<file path="config.mk">
export PLATFORM = sky130hd
export DESIGN_NAME = port_pin_config_registers
export DESIGN_NICKNAME = d
export VERILOG_FILES = /design/src/verilog/port_cfg_pkg.sv /design/src/verilog/pin_sync.sv /design/src/verilog/pin_cell_ctrl.sv /design/src/verilog/port_pin_config_registers.sv
export SDC_FILE = /design/constraint.sdc
export NUM_CORES = 1
export LEC_CHECK = 0
export ABC_AREA = 1
export BUFFER_PORTS_ARGS = -buffer_cell sky130_fd_sc_hd__buf_4
export CELL_PAD_IN_SITES_DETAIL_PLACEMENT = 1
export CELL_PAD_IN_SITES_GLOBAL_PLACEMENT = 2
export CORE_UTILIZATION = 29
export CTS_CLUSTER_DIAMETER = 40
export DETAILED_ROUTE_END_ITERATION = 7
export PLACE_DENSITY = 0.89
export RECOVER_POWER = 100
export SLEW_MARGIN = 0
export SYNTH_ARGS = -nofsm -noshare
export SYNTH_HDL_FRONTEND = slang
export SYNTH_SLANG_ARGS = --single-unit
export TNS_END_PERCENT = 30
</file>
<file path="constraint.sdc">
create_clock -name clk_sys -period 1.5 [get_ports clk_sys]
set_input_delay 0.075 -clock clk_sys [delete_from_list [all_inputs] [get_ports clk_sys]]
set_output_delay 0.075 -clock clk_sys [all_outputs]
set_load 0.05 [all_outputs]
</file>
<file path="src/verilog/port_cfg_pkg.sv">
// constants for the port pin configuration register block
`default_nettype none
package port_cfg_pkg;
    localparam logic [7:0] addr_port1_data = 8'h90;
    localparam logic [7:0] addr_port2_data = 8'ha0;
    localparam logic [7:0] addr_port1_drv = 8'ha5;
    localparam logic [7:0] addr_port0_byp = 8'hd4;
    localparam logic [7:0] addr_port1_byp = 8'hd5;
    localparam logic [7:0] addr_port1_ana = 8'hf2;
    localparam logic [7:0] rst_port1_data = 8'hff;
    localparam logic rst_port2_data = 1'b1;
    localparam logic [7:0] rst_port1_drv = 8'h00;
    localparam logic [7:0] rst_port0_byp = 8'h00;
    localparam logic [6:0] rst_port1_byp = 7'h00;
    localparam logic [7:0] rst_port1_ana = 8'hff;
    localparam int port1_byp_width = 7;
    // bit-addressable window: a byte address with low three bits as bit index
    localparam logic [4:0] bit_base_port1 = 5'h12;
    localparam logic [4:0] bit_base_port2 = 5'h14;
endpackage
`default_nettype wire

</file>
<file path="src/verilog/pin_sync.sv">
// two-flop synchroniser for a bundle of pin levels
`default_nettype none
module pin_sync #(
    parameter int width = 8
) (
    // clock and reset
    input wire logic clk_sys,
    input wire logic sys_rst,
    // pins
    input wire logic [width-1:0] pin_async,
    output logic [width-1:0] pin_sync_out
);
    logic [width-1:0] meta_ff;
    logic [width-1:0] sync_ff;
    always_ff @(posedge clk_sys) begin
        if (sys_rst) begin
            meta_ff <= '0;
            sync_ff <= '0;
        end else begin
            meta_ff <= pin_async;
            sync_ff <= meta_ff;
        end
    end
    assign pin_sync_out = sync_ff;
endmodule
`default_nettype wire

</file>
<file path="src/verilog/pin_cell_ctrl.sv">
// per-pin driver and receiver control derived from mode bits
`default_nettype none
module pin_cell_ctrl (
    // mode and data
    input wire logic latch_val,
    input wire logic digital_mode,
    input wire logic push_pull,
    // cell controls
    output logic drive_val,
    output logic drive_oe,
    output logic pullup_en,
    output logic receiver_en
);
    // open-drain drives only the low level; high is left to the pull-up
    always_comb begin
        drive_val = latch_val;
        drive_oe = digital_mode & (push_pull | ~latch_val);
        pullup_en = digital_mode;
        receiver_en = digital_mode;
    end
endmodule
`default_nettype wire

</file>
<file path="src/verilog/port_pin_config_registers.sv">
// port 0/1/2 pin configuration and data registers on the sfr bus
`default_nettype none
module port_pin_config_registers (
    // clock and reset
    input wire logic clk_sys,
    input wire logic sys_rst,
    // byte access in special function register space
    input wire logic [7:0] sfr_addr,
    input wire logic sfr_wr,
    input wire logic sfr_rd,
    input wire logic sfr_rmw,
    input wire logic [7:0] sfr_wdata,
    output logic [7:0] sfr_rdata,
    // bit access in the bit-addressable space
    input wire logic [7:0] bit_addr,
    input wire logic bit_wr,
    input wire logic bit_rd,
    input wire logic bit_rmw,
    input wire logic bit_wdata,
    output logic bit_rdata,
    // pin levels from the pads
    input wire logic [7:0] port1_pin_in,
    input wire logic port2_pin_in,
    // port 1 cell controls
    output logic [7:0] port1_out,
    output logic [7:0] port1_oe,
    output logic [7:0] port1_pullup_en,
    output logic [7:0] port1_receiver_en,
    // port 2 cell
    output logic port2_out,
    // crossbar skip marks
    output logic [7:0] port0_skip,
    output logic [6:0] port1_skip
);
    logic [7:0] p1_latch_ff, nxt_p1_latch;
    logic p2_latch_ff, nxt_p2_latch;
    logic [7:0] p1_drv_ff, nxt_p1_drv;
    logic [7:0] p0_byp_ff, nxt_p0_byp;
    logic [6:0] p1_byp_ff, nxt_p1_byp;
    logic [7:0] p1_ana_ff, nxt_p1_ana;
    logic [7:0] rdata_ff, nxt_rdata;
    logic bit_rdata_ff, nxt_bit_rdata;
    logic [7:0] p1_out_ff, p1_oe_ff, p1_pu_ff, p1_rx_ff;
    logic [7:0] cell_val, cell_oe, cell_pu, cell_rx;
    logic [7:0] p1_pin_s;
    logic p2_pin_s;
    logic [2:0] bit_idx;
    logic bit_p1, bit_p2;

    ////////////////////////////////////////////////////////////////////////
    pin_sync #(.width(8)) u_sync_p1 (
        .clk_sys(clk_sys),
        .sys_rst(sys_rst),
        .pin_async(port1_pin_in),
        .pin_sync_out(p1_pin_s)
    );
    pin_sync #(.width(1)) u_sync_p2 (
        .clk_sys(clk_sys),
        .sys_rst(sys_rst),
        .pin_async(port2_pin_in),
        .pin_sync_out(p2_pin_s)
    );

    ////////////////////////////////////////////////////////////////////////
    assign bit_idx = bit_addr[2:0];
    assign bit_p1 = (bit_addr[7:3] == port_cfg_pkg::bit_base_port1);
    assign bit_p2 = (bit_addr[7:3] == port_cfg_pkg::bit_base_port2);

    always_comb begin
        nxt_p1_latch = p1_latch_ff;
        nxt_p2_latch = p2_latch_ff;
        nxt_p1_drv = p1_drv_ff;
        nxt_p0_byp = p0_byp_ff;
        nxt_p1_byp = p1_byp_ff;
        nxt_p1_ana = p1_ana_ff;
        if (sfr_wr) begin
            unique case (sfr_addr)
                port_cfg_pkg::addr_port1_data: nxt_p1_latch = sfr_wdata;
                port_cfg_pkg::addr_port2_data: nxt_p2_latch = sfr_wdata[0];
                port_cfg_pkg::addr_port1_drv: nxt_p1_drv = sfr_wdata;
                port_cfg_pkg::addr_port0_byp: nxt_p0_byp = sfr_wdata;
                // bit 7 has no storage
                port_cfg_pkg::addr_port1_byp:
                    nxt_p1_byp = sfr_wdata[port_cfg_pkg::port1_byp_width-1:0];
                port_cfg_pkg::addr_port1_ana: nxt_p1_ana = sfr_wdata;
                default: ;
            endcase
        end
        if (bit_wr && bit_p1) begin
            nxt_p1_latch[bit_idx] = bit_wdata;
        end
        // only bit 0 of port 2 exists
        if (bit_wr && bit_p2 && (bit_idx == 3'h0)) begin
            nxt_p2_latch = bit_wdata;
        end
    end

    ////////////////////////////////////////////////////////////////////////
    always_comb begin
        nxt_rdata = rdata_ff;
        if (sfr_rd) begin
            unique case (sfr_addr)
                // rmw takes the latch so pulled-down open-drain highs survive
                port_cfg_pkg::addr_port1_data:
                    nxt_rdata = sfr_rmw ? p1_latch_ff : p1_pin_s;
                port_cfg_pkg::addr_port2_data:
                    nxt_rdata = {7'h00, sfr_rmw ? p2_latch_ff : p2_pin_s};
                port_cfg_pkg::addr_port1_drv: nxt_rdata = p1_drv_ff;
                port_cfg_pkg::addr_port0_byp: nxt_rdata = p0_byp_ff;
                port_cfg_pkg::addr_port1_byp: nxt_rdata = {1'b0, p1_byp_ff};
                port_cfg_pkg::addr_port1_ana: nxt_rdata = p1_ana_ff;
                default: nxt_rdata = 8'h00;
            endcase
        end
        nxt_bit_rdata = bit_rdata_ff;
        if (bit_rd) begin
            if (bit_p1) begin
                nxt_bit_rdata = bit_rmw ? p1_latch_ff[bit_idx] : p1_pin_s[bit_idx];
            end else if (bit_p2 && (bit_idx == 3'h0)) begin
                nxt_bit_rdata = bit_rmw ? p2_latch_ff : p2_pin_s;
            end else begin
                nxt_bit_rdata = 1'b0;
            end
        end
    end

    ////////////////////////////////////////////////////////////////////////
    for (genvar i = 0; i < 8; i++) begin : g_cell
        pin_cell_ctrl u_cell (
            .latch_val(p1_latch_ff[i]),
            .digital_mode(p1_ana_ff[i]),
            .push_pull(p1_drv_ff[i]),
            .drive_val(cell_val[i]),
            .drive_oe(cell_oe[i]),
            .pullup_en(cell_pu[i]),
            .receiver_en(cell_rx[i])
        );
    end

    ////////////////////////////////////////////////////////////////////////
    always_ff @(posedge clk_sys) begin
        if (sys_rst) begin
            p1_latch_ff <= port_cfg_pkg::rst_port1_data;
            p2_latch_ff <= port_cfg_pkg::rst_port2_data;
            p1_drv_ff <= port_cfg_pkg::rst_port1_drv;
            p0_byp_ff <= port_cfg_pkg::rst_port0_byp;
            p1_byp_ff <= port_cfg_pkg::rst_port1_byp;
            p1_ana_ff <= port_cfg_pkg::rst_port1_ana;
            rdata_ff <= 8'h00;
            bit_rdata_ff <= 1'b0;
            p1_out_ff <= port_cfg_pkg::rst_port1_data;
            p1_oe_ff <= 8'h00;
            p1_pu_ff <= port_cfg_pkg::rst_port1_ana;
            p1_rx_ff <= port_cfg_pkg::rst_port1_ana;
        end else begin
            p1_latch_ff <= nxt_p1_latch;
            p2_latch_ff <= nxt_p2_latch;
            p1_drv_ff <= nxt_p1_drv;
            p0_byp_ff <= nxt_p0_byp;
            p1_byp_ff <= nxt_p1_byp;
            p1_ana_ff <= nxt_p1_ana;
            rdata_ff <= nxt_rdata;
            bit_rdata_ff <= nxt_bit_rdata;
            // cell controls follow config with one cycle of lag
            p1_out_ff <= cell_val;
            p1_oe_ff <= cell_oe;
            p1_pu_ff <= cell_pu;
            p1_rx_ff <= cell_rx;
        end
    end

    assign sfr_rdata = rdata_ff;
    assign bit_rdata = bit_rdata_ff;
    assign port1_out = p1_out_ff;
    assign port1_oe = p1_oe_ff;
    assign port1_pullup_en = p1_pu_ff;
    assign port1_receiver_en = p1_rx_ff;
    assign port2_out = p2_latch_ff;
    assign port0_skip = p0_byp_ff;
    assign port1_skip = p1_byp_ff;
endmodule
`default_nettype wire

</file>
## Word-level counts from Yosys, hierarchy flattened

Cells that the tools add are included.

| storage, ports and cells | value |
|---|---|
| bits of input ports | 42 |
| memories | 0 |
| bits in read-only memories | 0 |
| logic and storage cells | 82 |
| bits in writable memories | 0 |
| bits in latches | 0 |
| register bits | 91 |
| output and inout port bits | 57 |

| operators by class | value |
|---|---|
| order comparisons | 2 |
| reduce and logical (&&, ||, !) cells | 13 |
| shift operators | 0 |
| mux-type cells | 20 |
| $add $sub $neg | 0 |
| multiply operators | 0 |
| eq/ne operators | 8 |
| bitwise operators | 24 |
| divide/modulo/power cells | 0 |

Operator list:

| kind | count |
|---|---|
| 8-bit == test, second input constant | 6 |
| 8-bit case mux with 6 select lines | 1 |
| 8-bit 2-to-1 mux | 4 |
| 1-bit 2-to-1 mux | 11 |
| 5-bit == test, second input constant | 2 |
| 2-bit AND reduction | 5 |
| 1-bit AND | 8 |
| 8-bit bitwise mux | 1 |
| 1-bit inverter | 8 |
| 1-bit OR | 8 |
| 1-bit binary-select mux with 3-bit select | 2 |
| 1-bit logical AND | 5 |
| 3-bit by 4-bit < comparator with 1-bit output, second input constant | 1 |
| 2-bit nonzero test | 2 |
| 1-bit demux with 3-bit select | 1 |
| 3-bit by 1-bit >= comparator with 1-bit output, second input constant | 1 |
| 3-bit zero test | 1 |

## Depth between registers and ports, before layout

Gate-level depths: netlist (run 1).

| logic depth | value |
|---|---|
| depth after elaboration | 6 |
| gate-level depth with buffers | 9 |

## Hierarchy

From an unflattened synthesis (run 1), not the netlist that was laid out.

| second synthesis, totals | value |
|---|---|
| cells, all modules | 593 |
| area, all modules | 4415.5 um^2 |

Modules (own cells, without submodules):

| module | sequential area each (um^2) | times used | cells each | area each (um^2) |
|---|---|---|---|---|
| port_pin_config_registers | 1621.6 | 1 | 489 | 3575.9 |
| pin_sync at u_sync_p1 | 320.3 | 1 | 50 | 474.2 |
| pin_cell_ctrl | 0.0 | 8 | 6 | 38.8 |
| pin_sync at u_sync_p2 | 40.0 | 1 | 6 | 55.1 |

## Worst setup path after synthesis (run 1)

OpenSTA, ideal clock, no wires.

| path | value |
|---|---|
| path type | register to register |
| start | register p2_latch_ff, in the netlist port2_out |
| end | register bit_rdata_ff, in the netlist bit_rdata |
| data arrival time | 1.107 ns |
| path slack | 0.323 ns |
| buffers on the path | 0 |
| stages on the path, launching flop included | 7 |
| required time | 1.430 ns |
| library setup time | 0.070 ns |
| cell sequence | dfxtp_1 -> inv_1 -> a21oi_1 -> nand2_1 -> nand2_1 -> inv_1 -> a21oi_1 |

| on the way | value |
|---|---|
| cells in the longest elaborated chain, start to end | 3 |

Ends and longest elaborated chain:

| item | line | RTL |
|---|---|---|
| start, declared | port_pin_config_registers.sv:36 | `logic p2_latch_ff, nxt_p2_latch;` |
| start signal, assigned | port_pin_config_registers.sv:144 | `p2_latch_ff <= port_cfg_pkg::rst_port2_data;` |
| start signal, assigned | port_pin_config_registers.sv:157 | `p2_latch_ff <= nxt_p2_latch;` |
| 1-bit 2-to-1 mux | port_pin_config_registers.sv:120 | `nxt_bit_rdata = bit_rmw ? p2_latch_ff : p2_pin_s;` |
| 1-bit 2-to-1 mux | port_pin_config_registers.sv:119 | `end else if (bit_p2 && (bit_idx == 3'h0)) begin` |
| 1-bit 2-to-1 mux | port_pin_config_registers.sv:117 | `if (bit_p1) begin` |
| end signal, assigned | port_pin_config_registers.sv:163 | `bit_rdata_ff <= nxt_bit_rdata;` |
| end, declared | port_pin_config_registers.sv:42 | `logic bit_rdata_ff, nxt_bit_rdata;` |

Every way passes these cells.
A chain may end at the register's enable or synchronous reset.

## Final worst setup path (run 1)

| path | value |
|---|---|
| start | register p1_byp_ff[0], in the netlist port1_skip[0] |
| end | output port1_skip[0] |

RTL lines:

| item | line | RTL |
|---|---|---|
| start, declared | port_pin_config_registers.sv:39 | `logic [6:0] p1_byp_ff, nxt_p1_byp;` |
| start signal, assigned | port_pin_config_registers.sv:147 | `p1_byp_ff <= port_cfg_pkg::rst_port1_byp;` |
| start signal, assigned | port_pin_config_registers.sv:160 | `p1_byp_ff <= nxt_p1_byp;` |
| end, declared | port_pin_config_registers.sv:33 | `output logic [6:0] port1_skip` |

No word-level cell between the ends.

==> results of run 1 <==
state kept, by name, summed over array words and instances, names as in the netlist, 7 cells and up:
| name | cells |
|---|---|
| p1_latch_ff | 8 |
| sfr_rdata | 8 |
| port1_skip | 7 |
| port1_out | 8 |
| u_sync_p1.pin_sync_out | 8 |
| port1_oe | 8 |
| p1_drv_ff | 8 |
| port1_receiver_en | 8 |
| p1_ana_ff | 8 |
| port0_skip | 8 |
| u_sync_p1.meta_ff | 8 |
per-layer routing:
layer  vias to the layer above  routed length, um  part of all wire  track usage
met5                         -                  0                 0            0
met4                         0                249             0.020       0.0713
met3                        18                501             0.041       0.0368
met2                        89               5990              0.49        0.315
met1                      1847               5490              0.45        0.229
li1                       1910                  -                 -            -
worst paths after layout:
path	from	to	slack (ns)	cells past startpoint
min	sfr_wdata[4]	port1_skip[4]	0.03	3
max	port1_skip[0]	port1_skip[0]	0.21	1
min reg2reg	u_sync_p1.meta_ff[5]	u_sync_p1.pin_sync_out[5]	0.40	2
max reg2reg	p1_latch_ff[1]	sfr_rdata[1]	0.34	6
layout by cell type (no fill, tap or decap), types with 2 or more instances in the layout:
| master | Yosys | routed |
|---|---|---|
| nor2_1 | 50 | 52 |
| nor2_4 | 3 | 2 |
| inv_2 | 2 | 2 |
| clkbuf_16 | 0 | 9 |
| clkbuf_4 | 0 | 13 |
| a21oi_1 | 34 | 34 |
| dfxtp_1 | 91 | 91 |
| o21ai_0 | 49 | 49 |
| nand3_1 | 56 | 56 |
| inv_1 | 79 | 79 |
| clkbuf_1 | 12 | 58 |
| buf_4 | 9 | 37 |
| nand4_1 | 2 | 2 |
| clkinvlp_4 | 0 | 2 |
| a211oi_1 | 8 | 8 |
| nor3_1 | 6 | 6 |
| dlygate4sd3_1 | 0 | 11 |
| o211ai_1 | 8 | 8 |
| nand2_1 | 106 | 109 |
layout make-up:
cell class / instances / area share
tap: 172 / 0.0437
sequential: 91 / 0.370
clock inverter: 6 / 0.00990
timing repair buffer: 120 / 0.147
inverter: 83 / 0.0635
clock buffer: 10 / 0.0485
multi-input combinational: 335 / 0.318
where the power goes:
part | internal, mW | total [mW] | switching [mW]
Clock | 1.19 | 2.20 | 1.01
Sequential | 2.45 | 2.47 | 0.0175
Combinational | 0.161 | 0.444 | 0.284
repair_timing:
action	4_1_cts	5_1_grt
endpoints found under the hold margin	11	0
hold buffers	11	0
endpoints found under the setup margin	0	0
cells by family after synthesis:
group / share of synthesized area
compound gates: 0.141
buf+inv: 0.122
flops: 0.469
mux: 0.00258
simple gates: 0.265
==> results.md, run 1 <==
* Run status: complete, no violations
* CTS sink cnt at 91
* Critical path start-end classification: flip-flop to output port
* Min Clock Period, post-route at approximately 1.3 ns
* Unique masters post-synth at 30
* CTS H-Tree Depth at 3
* Area of the placeable core at about 0.013 sq mm
* Endpoint required time on the critical path at between 1 and 1.5 ns
* Worst-path fanout max at 3
* Number of I/O port buffers at slightly below 100
* Number of remaining DRC errors at 0
* Worst Hold Slack at approximately 0.025 ns
* Chip Width at about 120 um
* Gr ovfl total at 0
* Share of synthesized registers carrying an async set or reset at 0
* Total length of routed wires at between 10 and 15 mm
* Detailed-router iteration count before antenna repair at 4
* Worst VDD drop at roughly 0.49 mV
* Total instance count after detailed placement at between 700 and 800
* Post-CTS Setup Inserts at 0
* Pre-CTS setup slack at approximately 0.05 ns
* Filler Cell Count at ~1600
* Post-Route Skew at between 0.006 and 0.007 ns
* Power per Cell Area at a little over 1000 mW/mm^2
* Dpl cell area at 0.00477 sq mm
* Wire length per cell after detailed routing at approximately 15 um
* Inserted Clock Buffers at 9
* Max-slew violations at 0
* Number of rows in the core area at between 40 and 50
* Cells resized by post-CTS repair at 0
* Filler-free cell count of the finished design at approximately 820
* Non-Filler Cell Area, Final at 0.00493 sq mm
* I/O pin count at 99
* Area used by sequential logic in the layout at approximately 0.0018 sq mm
* Initial Utilization at 0.303
* Synthesized flop and latch total at 91
* Netlist Area Pre-Place at slightly below 0.004 sq mm
* Detailed-route via count at slightly below 4000
* Setup violations, final at 0
* Maximum number of pins on one net before global-route repair at ~60
* Average via count per standard cell at between 4 and 5
* Nets in the synthesized netlist at roughly 580
* Violation count after the first detailed-route iteration at 177
* Top area cells in the synthesized netlist: dfxtp_1, nand2_1, inv_1
* Actual slew at the worst max-slew pin at roughly 0.69 ns
* Share of the synthesized area in the top cell type at 0.469
* Clock latency at the later pin of the worst-skew pair at about 0.35 ns
* Syn Area/Cell at between 7 and 8 sq um
* Power, Total at between 5 and 6 mW
* Library cell with the highest instance count after synthesis: nand2_1
* Largest buffer count on any clock path at 2
* Height of the die at between 100 and 150 um
* Data arrival at the endpoint of the critical path at ~1.2 ns
* Top cell types by occurrence after synthesis: nand2_1, dfxtp_1, inv_1
* Share of the clock period used by the worst path after layout at 0.860
* Startpoint type of the worst setup path: flip-flop
* Post-layout net count at approximately 680
* Total inserted antenna cells at 0
* Post-DP HPWL at just over 9 mm
* Crit-path slowest cell: clkbuf_1
* Synthesized netlist cell count at 537
* Total of max-cap violations at 0
* Post-synth top area cell: dfxtp_1
* Yosys synthesis warning count at 0
* Clock slew at reported path FFs at ~0.070 ns
* GRT Resource Usage Total at 0.185
* Total Negative Setup Slacks at 0 ns
* Number of buffers and inverters on the critical path at 1
* CP peak stage delay at 0.50 ns
* Clock Tree Root: clkbuf_16
* Fin util at 0.384
* Gpl congestion at about 0.81
* Nature of the critical path endpoint: output port
* Achievable Freq at 0.775 GHz
* Area grow syn2layout at 26.8%
* Kind of cell with the highest combined delay on the critical path: buffers and inverters
* EDFF count, synth at 0
* Total die area at 0.0139 sq mm
* Share of final-layout standard cells stronger than drive strength 1 at 0.119
* Count of endpoints failing hold in the final timing report at 0
* Worst Setup Slack, final at 0.210 ns
* Static power due to leakage at roughly 2.2 nW
* Clock tree from TritonCTS: yes
* Antenna-violating nets left at 0
* Min-Delay Path Class: primary input to flip-flop
* Portion of the post-synthesis area used by sequential elements at 0.469
* Unrepaired setup endpoints after global routing: false
* Vias in the first global route at roughly 4000
* Initial antenna violation count at 0
* First-pass GRT wire length at 20.1 mm
* Relative max-transition margin at 0.541
* Post-synth top flop: dfxtp_1
* Multi-input logic area at between 0.0015 and 0.002 sq mm
* Worst-path cell chain: clkbuf_1
No activity file was read; power rests on OpenSTA's default activity.
==> run 2, diff against run 1 <==
REMOVE_ABC_BUFFERS = 1   (was default)
==> results.md, run 2 (synthesis gave the netlist of run 1 again) <==
* Run status: complete, no violations
* Worst-path fanout max at 3 (unchanged)
* CP peak stage delay at 0.49 ns (about the same)
* Post-Route Skew at 0.00988 ns (+0.00292 ns)
* Dpl cell area at 0.00476 sq mm (-0.16%)
* Pre-CTS setup slack at 0.0372 ns (-0.0139 ns)
* Maximum number of pins on one net before global-route repair at 57 (-3.4%)
* Average via count per standard cell at 4.72 (-0.25%)
* Clock Tree Root: clkbuf_16
* Kind of cell with the highest combined delay on the critical path: buffers and inverters
* Max-slew violations at 0 (unchanged)
* Number of remaining DRC errors at 0 (unchanged)
* Total of max-cap violations at 0 (unchanged)
* Number of rows in the core area at 41 (unchanged)
* Startpoint type of the worst setup path: flip-flop
* Chip Width at 118 um (unchanged)
* Min Clock Period, post-route at 1.30 ns (+0.00657 ns)
* Antenna-violating nets left at 0 (unchanged)
* Wire length per cell after detailed routing at 15.1 um (+0.82%)
* Largest buffer count on any clock path at 2 (unchanged)
* Power, Total at 5.22 mW (+2.1%)
* Static power due to leakage at 2.21 nW (about the same)
* GRT Resource Usage Total at 0.185 (about the same)
* Fin util at 0.384 (unchanged)
* Most frequent standard cell in the layout excluding fill and tap cells: nand2_1
* Gpl congestion at 0.855 (+5.4%)
* Data arrival at the endpoint of the critical path at 1.22 ns (about the same)
* Critical path depth in cells at 1 (unchanged)
* Clock tree from TritonCTS: yes
* Cells resized by post-CTS repair at 0 (unchanged)
* Unrepaired setup endpoints after global routing: false
* Violation count after the first detailed-route iteration at 233 (+32%)
* Share of the clock period used by the worst path after layout at 0.864 (+0.00438)
* Post-layout net count at 680 (-0.29%)
* Achievable Freq at 0.772 GHz (-0.51%)
* Vias in the first global route at 3916 (-2.3%)
* I/O pin count at 99 (unchanged)
* Setup violations, final at 0 (unchanged)
* Total length of routed wires at 12.3 mm (+0.57%)
* Total die area at 0.0139 sq mm (unchanged)
* Detailed-router iteration count before antenna repair at 5 (+1)
* Total Negative Setup Slacks at 0 ns (unchanged)
* Initial Utilization at 0.303 (unchanged)
* First-pass GRT wire length at 20.2 mm (+0.69%)
* Number of stages on the worst hold path at 3 (unchanged)
* Worst r2r path cells at 6 (unchanged)
* Inserted Clock Buffers at 9 (unchanged)
* Power per Cell Area at 1060 mW/mm^2 (+2.1%)
* Number of I/O port buffers at 98 (unchanged)
* Filler Cell Count at 1625 (-0.73%)
* Area of the placeable core at 0.0128 sq mm (unchanged)
* Post-DP HPWL at 9.11 mm (-1.9%)
* Clock slew at reported path FFs at 0.07 ns (about the same)
* Height of the die at 118 um (unchanged)
* Relative max-transition margin at 0.586 (+0.0450)
* Number of buffers and inverters on the critical path at 1 (unchanged)
* Detailed-route via count at 3845 (-0.49%)
* Share of final-layout standard cells stronger than drive strength 1 at 0.120 (+0.000371)
* Critical path start-end classification: flip-flop to output port
* Worst-path cell chain: clkbuf_1
* Count of endpoints failing hold in the final timing report at 0 (unchanged)
* Min-Delay Path Class: primary input to flip-flop
* CTS H-Tree Depth at 3 (unchanged)
* Actual slew at the worst max-slew pin at 0.624 ns (-0.0648 ns)
* Non-Filler Cell Area, Final at 0.00493 sq mm (unchanged)
* Crit-path slowest cell: clkbuf_1
* Area grow syn2layout at 26.8% (unchanged)
* CTS sink cnt at 91 (unchanged)
* Initial antenna violation count at 0 (unchanged)
* Clock latency at the later pin of the worst-skew pair at 0.35 ns (about the same)
* Total inserted antenna cells at 0 (unchanged)
* Commonest non-fill, non-tap cells in the layout: nand2_1, dfxtp_1, inv_1, clkbuf_1, nand3_1
* Nature of the critical path endpoint: output port
* Worst VDD drop at 0.615 mV (+25%)
* Worst Setup Slack, final at 0.204 ns (-0.00657 ns)
* Endpoint required time on the critical path at 1.42 ns (about the same)
* Gr ovfl total at 0 (unchanged)
==> run 2: cell types whose count changed in the layout (fill, tap and decap cells not counted), sizes merged <==
cell / previous run / this run
bufinv: 0 / 1
inv: 83 / 82
clkinvlp: 3 / 2
dlygate4sd3: 11 / 10
==> run 2: path summary, 6_finish.rpt <==
kind	startpoint	to	slack, ns
worst max-delay path	port0_skip[3]	port0_skip[3]	0.20
worst max register to register	p1_latch_ff[0]	sfr_rdata[0]	0.32
worst min-delay path	sfr_wdata[7]	p1_drv_ff[7]	0.02
worst min register to register	u_sync_p1.meta_ff[3]	u_sync_p1.pin_sync_out[3]	0.40
==> run 2: timing repair <==
action | in CTS | in global routing
hold buffers | 10 | 0
hold endpoints to repair | 10 | 0
buffers inserted | 0 | 0
==> run 2: routing by layer <==
metal | global-route usage | routed length [um] | vias up
met5 | 0 | 0 | -
li1 | - | - | 1902
met1 | 0.239 | 5830 | 1818
met3 | 0.0446 | 676 | 14
met2 | 0.298 | 5620 | 111
met4 | 0.0657 | 172 | 0
==> run 2: cell type report <==
type / instances / area, sq um / area share
clock buffers: 11 / 243 / 0.0493
clock inverters: 5 / 60.1 / 0.0122
inverters: 83 / 313 / 0.0635
multi-input cells: 335 / 1570 / 0.319
flip-flops and latches: 91 / 1820 / 0.370
well taps: 172 / 215 / 0.0437
repair buffers: 118 / 703 / 0.143
==> run 2: per-stage QoR <==
stage	hold WS [ns]	std cells
floorplan	0.144	509
global placement	0.276	789
detailed placement	0.284	789
CTS	0.0110	815
global route	0.0299	815
finish	0.0240	815
==> run 2: report_power, final <==
part           switching, mW  internal (mW)  leakage, nW
sequential            0.0166           2.45        0.740
combinational          0.282          0.157         1.33
clock                  0.966           1.34        0.146
total                   1.26           3.95         2.21
==> run 3, diff against run 2 <==
--- a/config.mk
+++ b/config.mk
@@ -21,2 +21,2 @@
 export SYNTH_SLANG_ARGS = --single-unit
-export TNS_END_PERCENT = 30
+export TNS_END_PERCENT = 20
==> constraint.sdc (replaced) <==
create_clock -name clk_sys -period 1.5 [get_ports clk_sys]
set_input_delay 0.15 -clock clk_sys [delete_from_list [all_inputs] [get_ports clk_sys]]
set_output_delay 0.15 -clock clk_sys [all_outputs]
set_load 0.05 [all_outputs]
==> results.md, run 3 (synthesis gave the netlist of run 1 again) <==
* CTS sink cnt at 91 (unchanged)
* Total of max-cap violations at 0 (unchanged)
* FF-to-FF Start: p1_latch_ff[2]
* Detailed-route via count at 3792 (-1.4%)
* Violation count after the first detailed-route iteration at 142 (-39%)
* Most frequent standard cell in the layout excluding fill and tap cells: nand2_1
* CTS H-Tree Depth at 3 (unchanged)
* Chip Width at 118 um (unchanged)
* Commonest non-fill, non-tap cells in the layout: nand2_1, dfxtp_1, inv_1, nand3_1, nor2_1
* Cell-internal power at 3.71 mW (-6.2%)
* Worst VDD drop at 0.381 mV (-38%)
* Average via count per standard cell at 4.69 (-0.52%)
* Kind of cell with the highest combined delay on the critical path: buffers and inverters
* Share of final-layout standard cells stronger than drive strength 1 at 0.143 (+0.0233)
* Count of endpoints failing hold in the final timing report at 0 (unchanged)
* GRT Resource Usage Total at 0.183 (-0.00182)
* Terminating pin of the worst hold path: u_sync_p1.meta_ff[0]
* Worst Setup Slack, final at 0.177 ns (-0.0264 ns)
* Min-Delay Path Class: primary input to flip-flop
* Min Clock Period, post-route at 1.32 ns (+0.0264 ns)
* Nature of the critical path endpoint: output port
* Achievable Freq at 0.756 GHz (-2.0%)
* Area grow syn2layout at 23.7%
* Total die area at 0.0139 sq mm (unchanged)
* Antenna-violating nets left at 0 (unchanged)
* Power dissipated by switching net loads at 1.24 mW (-2.2%)
* Worst r2r path cells at 6 (unchanged)
* Clock network power share at 0.416 (-0.026)
* Post-CTS Setup Inserts at 0 (unchanged)
* Clock slew at reported path FFs at 0.06 ns (about the same)
* Largest buffer count on any clock path at 2 (unchanged)
* I/O pin count at 99 (unchanged)
* Endpoint required time on the critical path at 1.35 ns (-0.07 ns)
* Clock tree from TritonCTS: yes
* First-pass GRT wire length at 20.1 mm (-0.61%)
* Pre-CTS setup slack at -0.0543 ns (-0.0915 ns)
* Gpl congestion at 0.840 (-1.8%)
* Post-DP HPWL at 9.29 mm (+2.0%)
* Detailed-router iteration count before antenna repair at 4 (-1)
* Worst-path cell chain: clkbuf_1
* Cells resized by post-CTS repair at 0 (unchanged)
* Relative max-transition margin at 0.411 (-0.175)
* Share of the clock period used by the worst path after layout at 0.882 (+0.0176)
* Vias in the first global route at 3914 (-0.051%)
* Gr ovfl total at 0 (unchanged)
* Worst flop-to-flop path endpoint: sfr_rdata[2]
* Unrepaired setup endpoints after global routing: false
* Crit-path slowest cell: clkbuf_1
* Height of the die at 118 um (unchanged)
* Setup violations, final at 0 (unchanged)
* Number of I/O port buffers at 98 (unchanged)
* Power, Total at 4.95 mW (-5.2%)
* Comb pwr share at 0.085 (about the same)
* Sw Ratio at 0.250 (+0.00767)
* Power per Cell Area at 1030 mW/mm^2 (-2.9%)
* Number of remaining DRC errors at 0 (unchanged)
* Slack of the worst reg-to-reg path at 0.28 ns (-0.04 ns)
* Total inserted antenna cells at 0 (unchanged)
* Clock Tree Root: clkbuf_16
* Inserted Clock Buffers at 9 (unchanged)
* Number of rows in the core area at 41 (unchanged)
* Hold-fix buffers, CTS at 0 (-10)
* Worst-path fanout max at 3 (unchanged)
* Startpoint type of the worst setup path: flip-flop
* Data arrival at the endpoint of the critical path at 1.17 ns (-0.05 ns)
* Number of buffers and inverters on the critical path at 1 (unchanged)
* Startpoint of the lowest-slack hold path: port1_pin_in[0]
* Clock latency at the later pin of the worst-skew pair at 0.34 ns (about the same)
* Run status: complete, no violations
* Total length of routed wires at 12.1 mm (-1.4%)
* Initial Utilization at 0.303 (unchanged)
* Wire length per cell after detailed routing at 15.0 um (-0.58%)
* Static power due to leakage at 2.21 nW (-0.19%)
* CP peak stage delay at 0.48 ns (about the same)
* Post-Route Skew at 0.00700 ns (-0.00288 ns)
* Initial antenna violation count at 0 (unchanged)
* Sequential group share of total power at 0.500 (+0.027)
* Post-layout net count at 673 (-1.0%)
* Number of stages on the worst hold path at 3 (unchanged)
* Max-slew violations at 0 (unchanged)
* Maximum number of pins on one net before global-route repair at 59 (+3.5%)
* Area of the placeable core at 0.0128 sq mm (unchanged)
* Critical path start-end classification: flip-flop to output port
* Actual slew at the worst max-slew pin at 0.883 ns (+0.260 ns)
-- run 3: cell type report --
class | count | area [sq um]
Clock buffer | 11 | 233
Clock inverter | 5 | 30.0
Fill cell | 1666 | 8020
Inverter | 83 | 313
Multi-Input combinational cell | 335 | 1570
Sequential cell | 91 | 1820
Tap cell | 172 | 215
Timing Repair Buffer | 111 | 627
-- run 3: worst max path at each step --
stage,cells past startpoint,slack [ns],startpoint,to
after global placement,10,0.05,sfr_addr[3],p1_latch_ff[6]
after global routing,10,0.08,sfr_addr[1],p1_latch_ff[2]
after CTS,6,0.27,p1_latch_ff[2],sfr_rdata[2]
after floorplan,7,0.23,sfr_addr[5],port0_skip[0]
final,1,0.18,port0_skip[0],port0_skip[0]
after detailed placement,10,-0.05,sfr_addr[3],p1_latch_ff[2]
-- run 3: power by group through the flow --
stage / sequential [mW] / clock, mW / combinational, mW
2_1_floorplan: 2.57 / 0 / 0.151
3_3_place_gp: 2.53 / 0 / 0.432
3_5_place_dp: 2.53 / 0 / 0.445
4_1_cts: 2.47 / 2.10 / 0.447
5_1_grt: 2.47 / 2.21 / 0.466
6_report: 2.47 / 2.06 / 0.420
-- run 3: stage by stage --
step | area, sq um | TNS, ns | utilization | hold slack (ns) | instances
after floorplan | 3720 | 0 | - | 0.219 | 509
after global placement | 4780 | 0 | 0.373 | 0.352 | 792
after detailed placement | 4780 | -0.121 | 0.373 | 0.362 | 792
after CTS | 5050 | 0 | 0.394 | 0.00934 | 808
after global routing | 4810 | 0 | 0.375 | 0.0187 | 808
final | 4810 | 0 | 0.375 | 0.0103 | 808
-- run 3: per-layer routing --
metal	wire length, um	global-route usage
met1	5770	0.241
met2	5530	0.299
met3	713	0.0426
met4	114	0.0481
met5	0	0
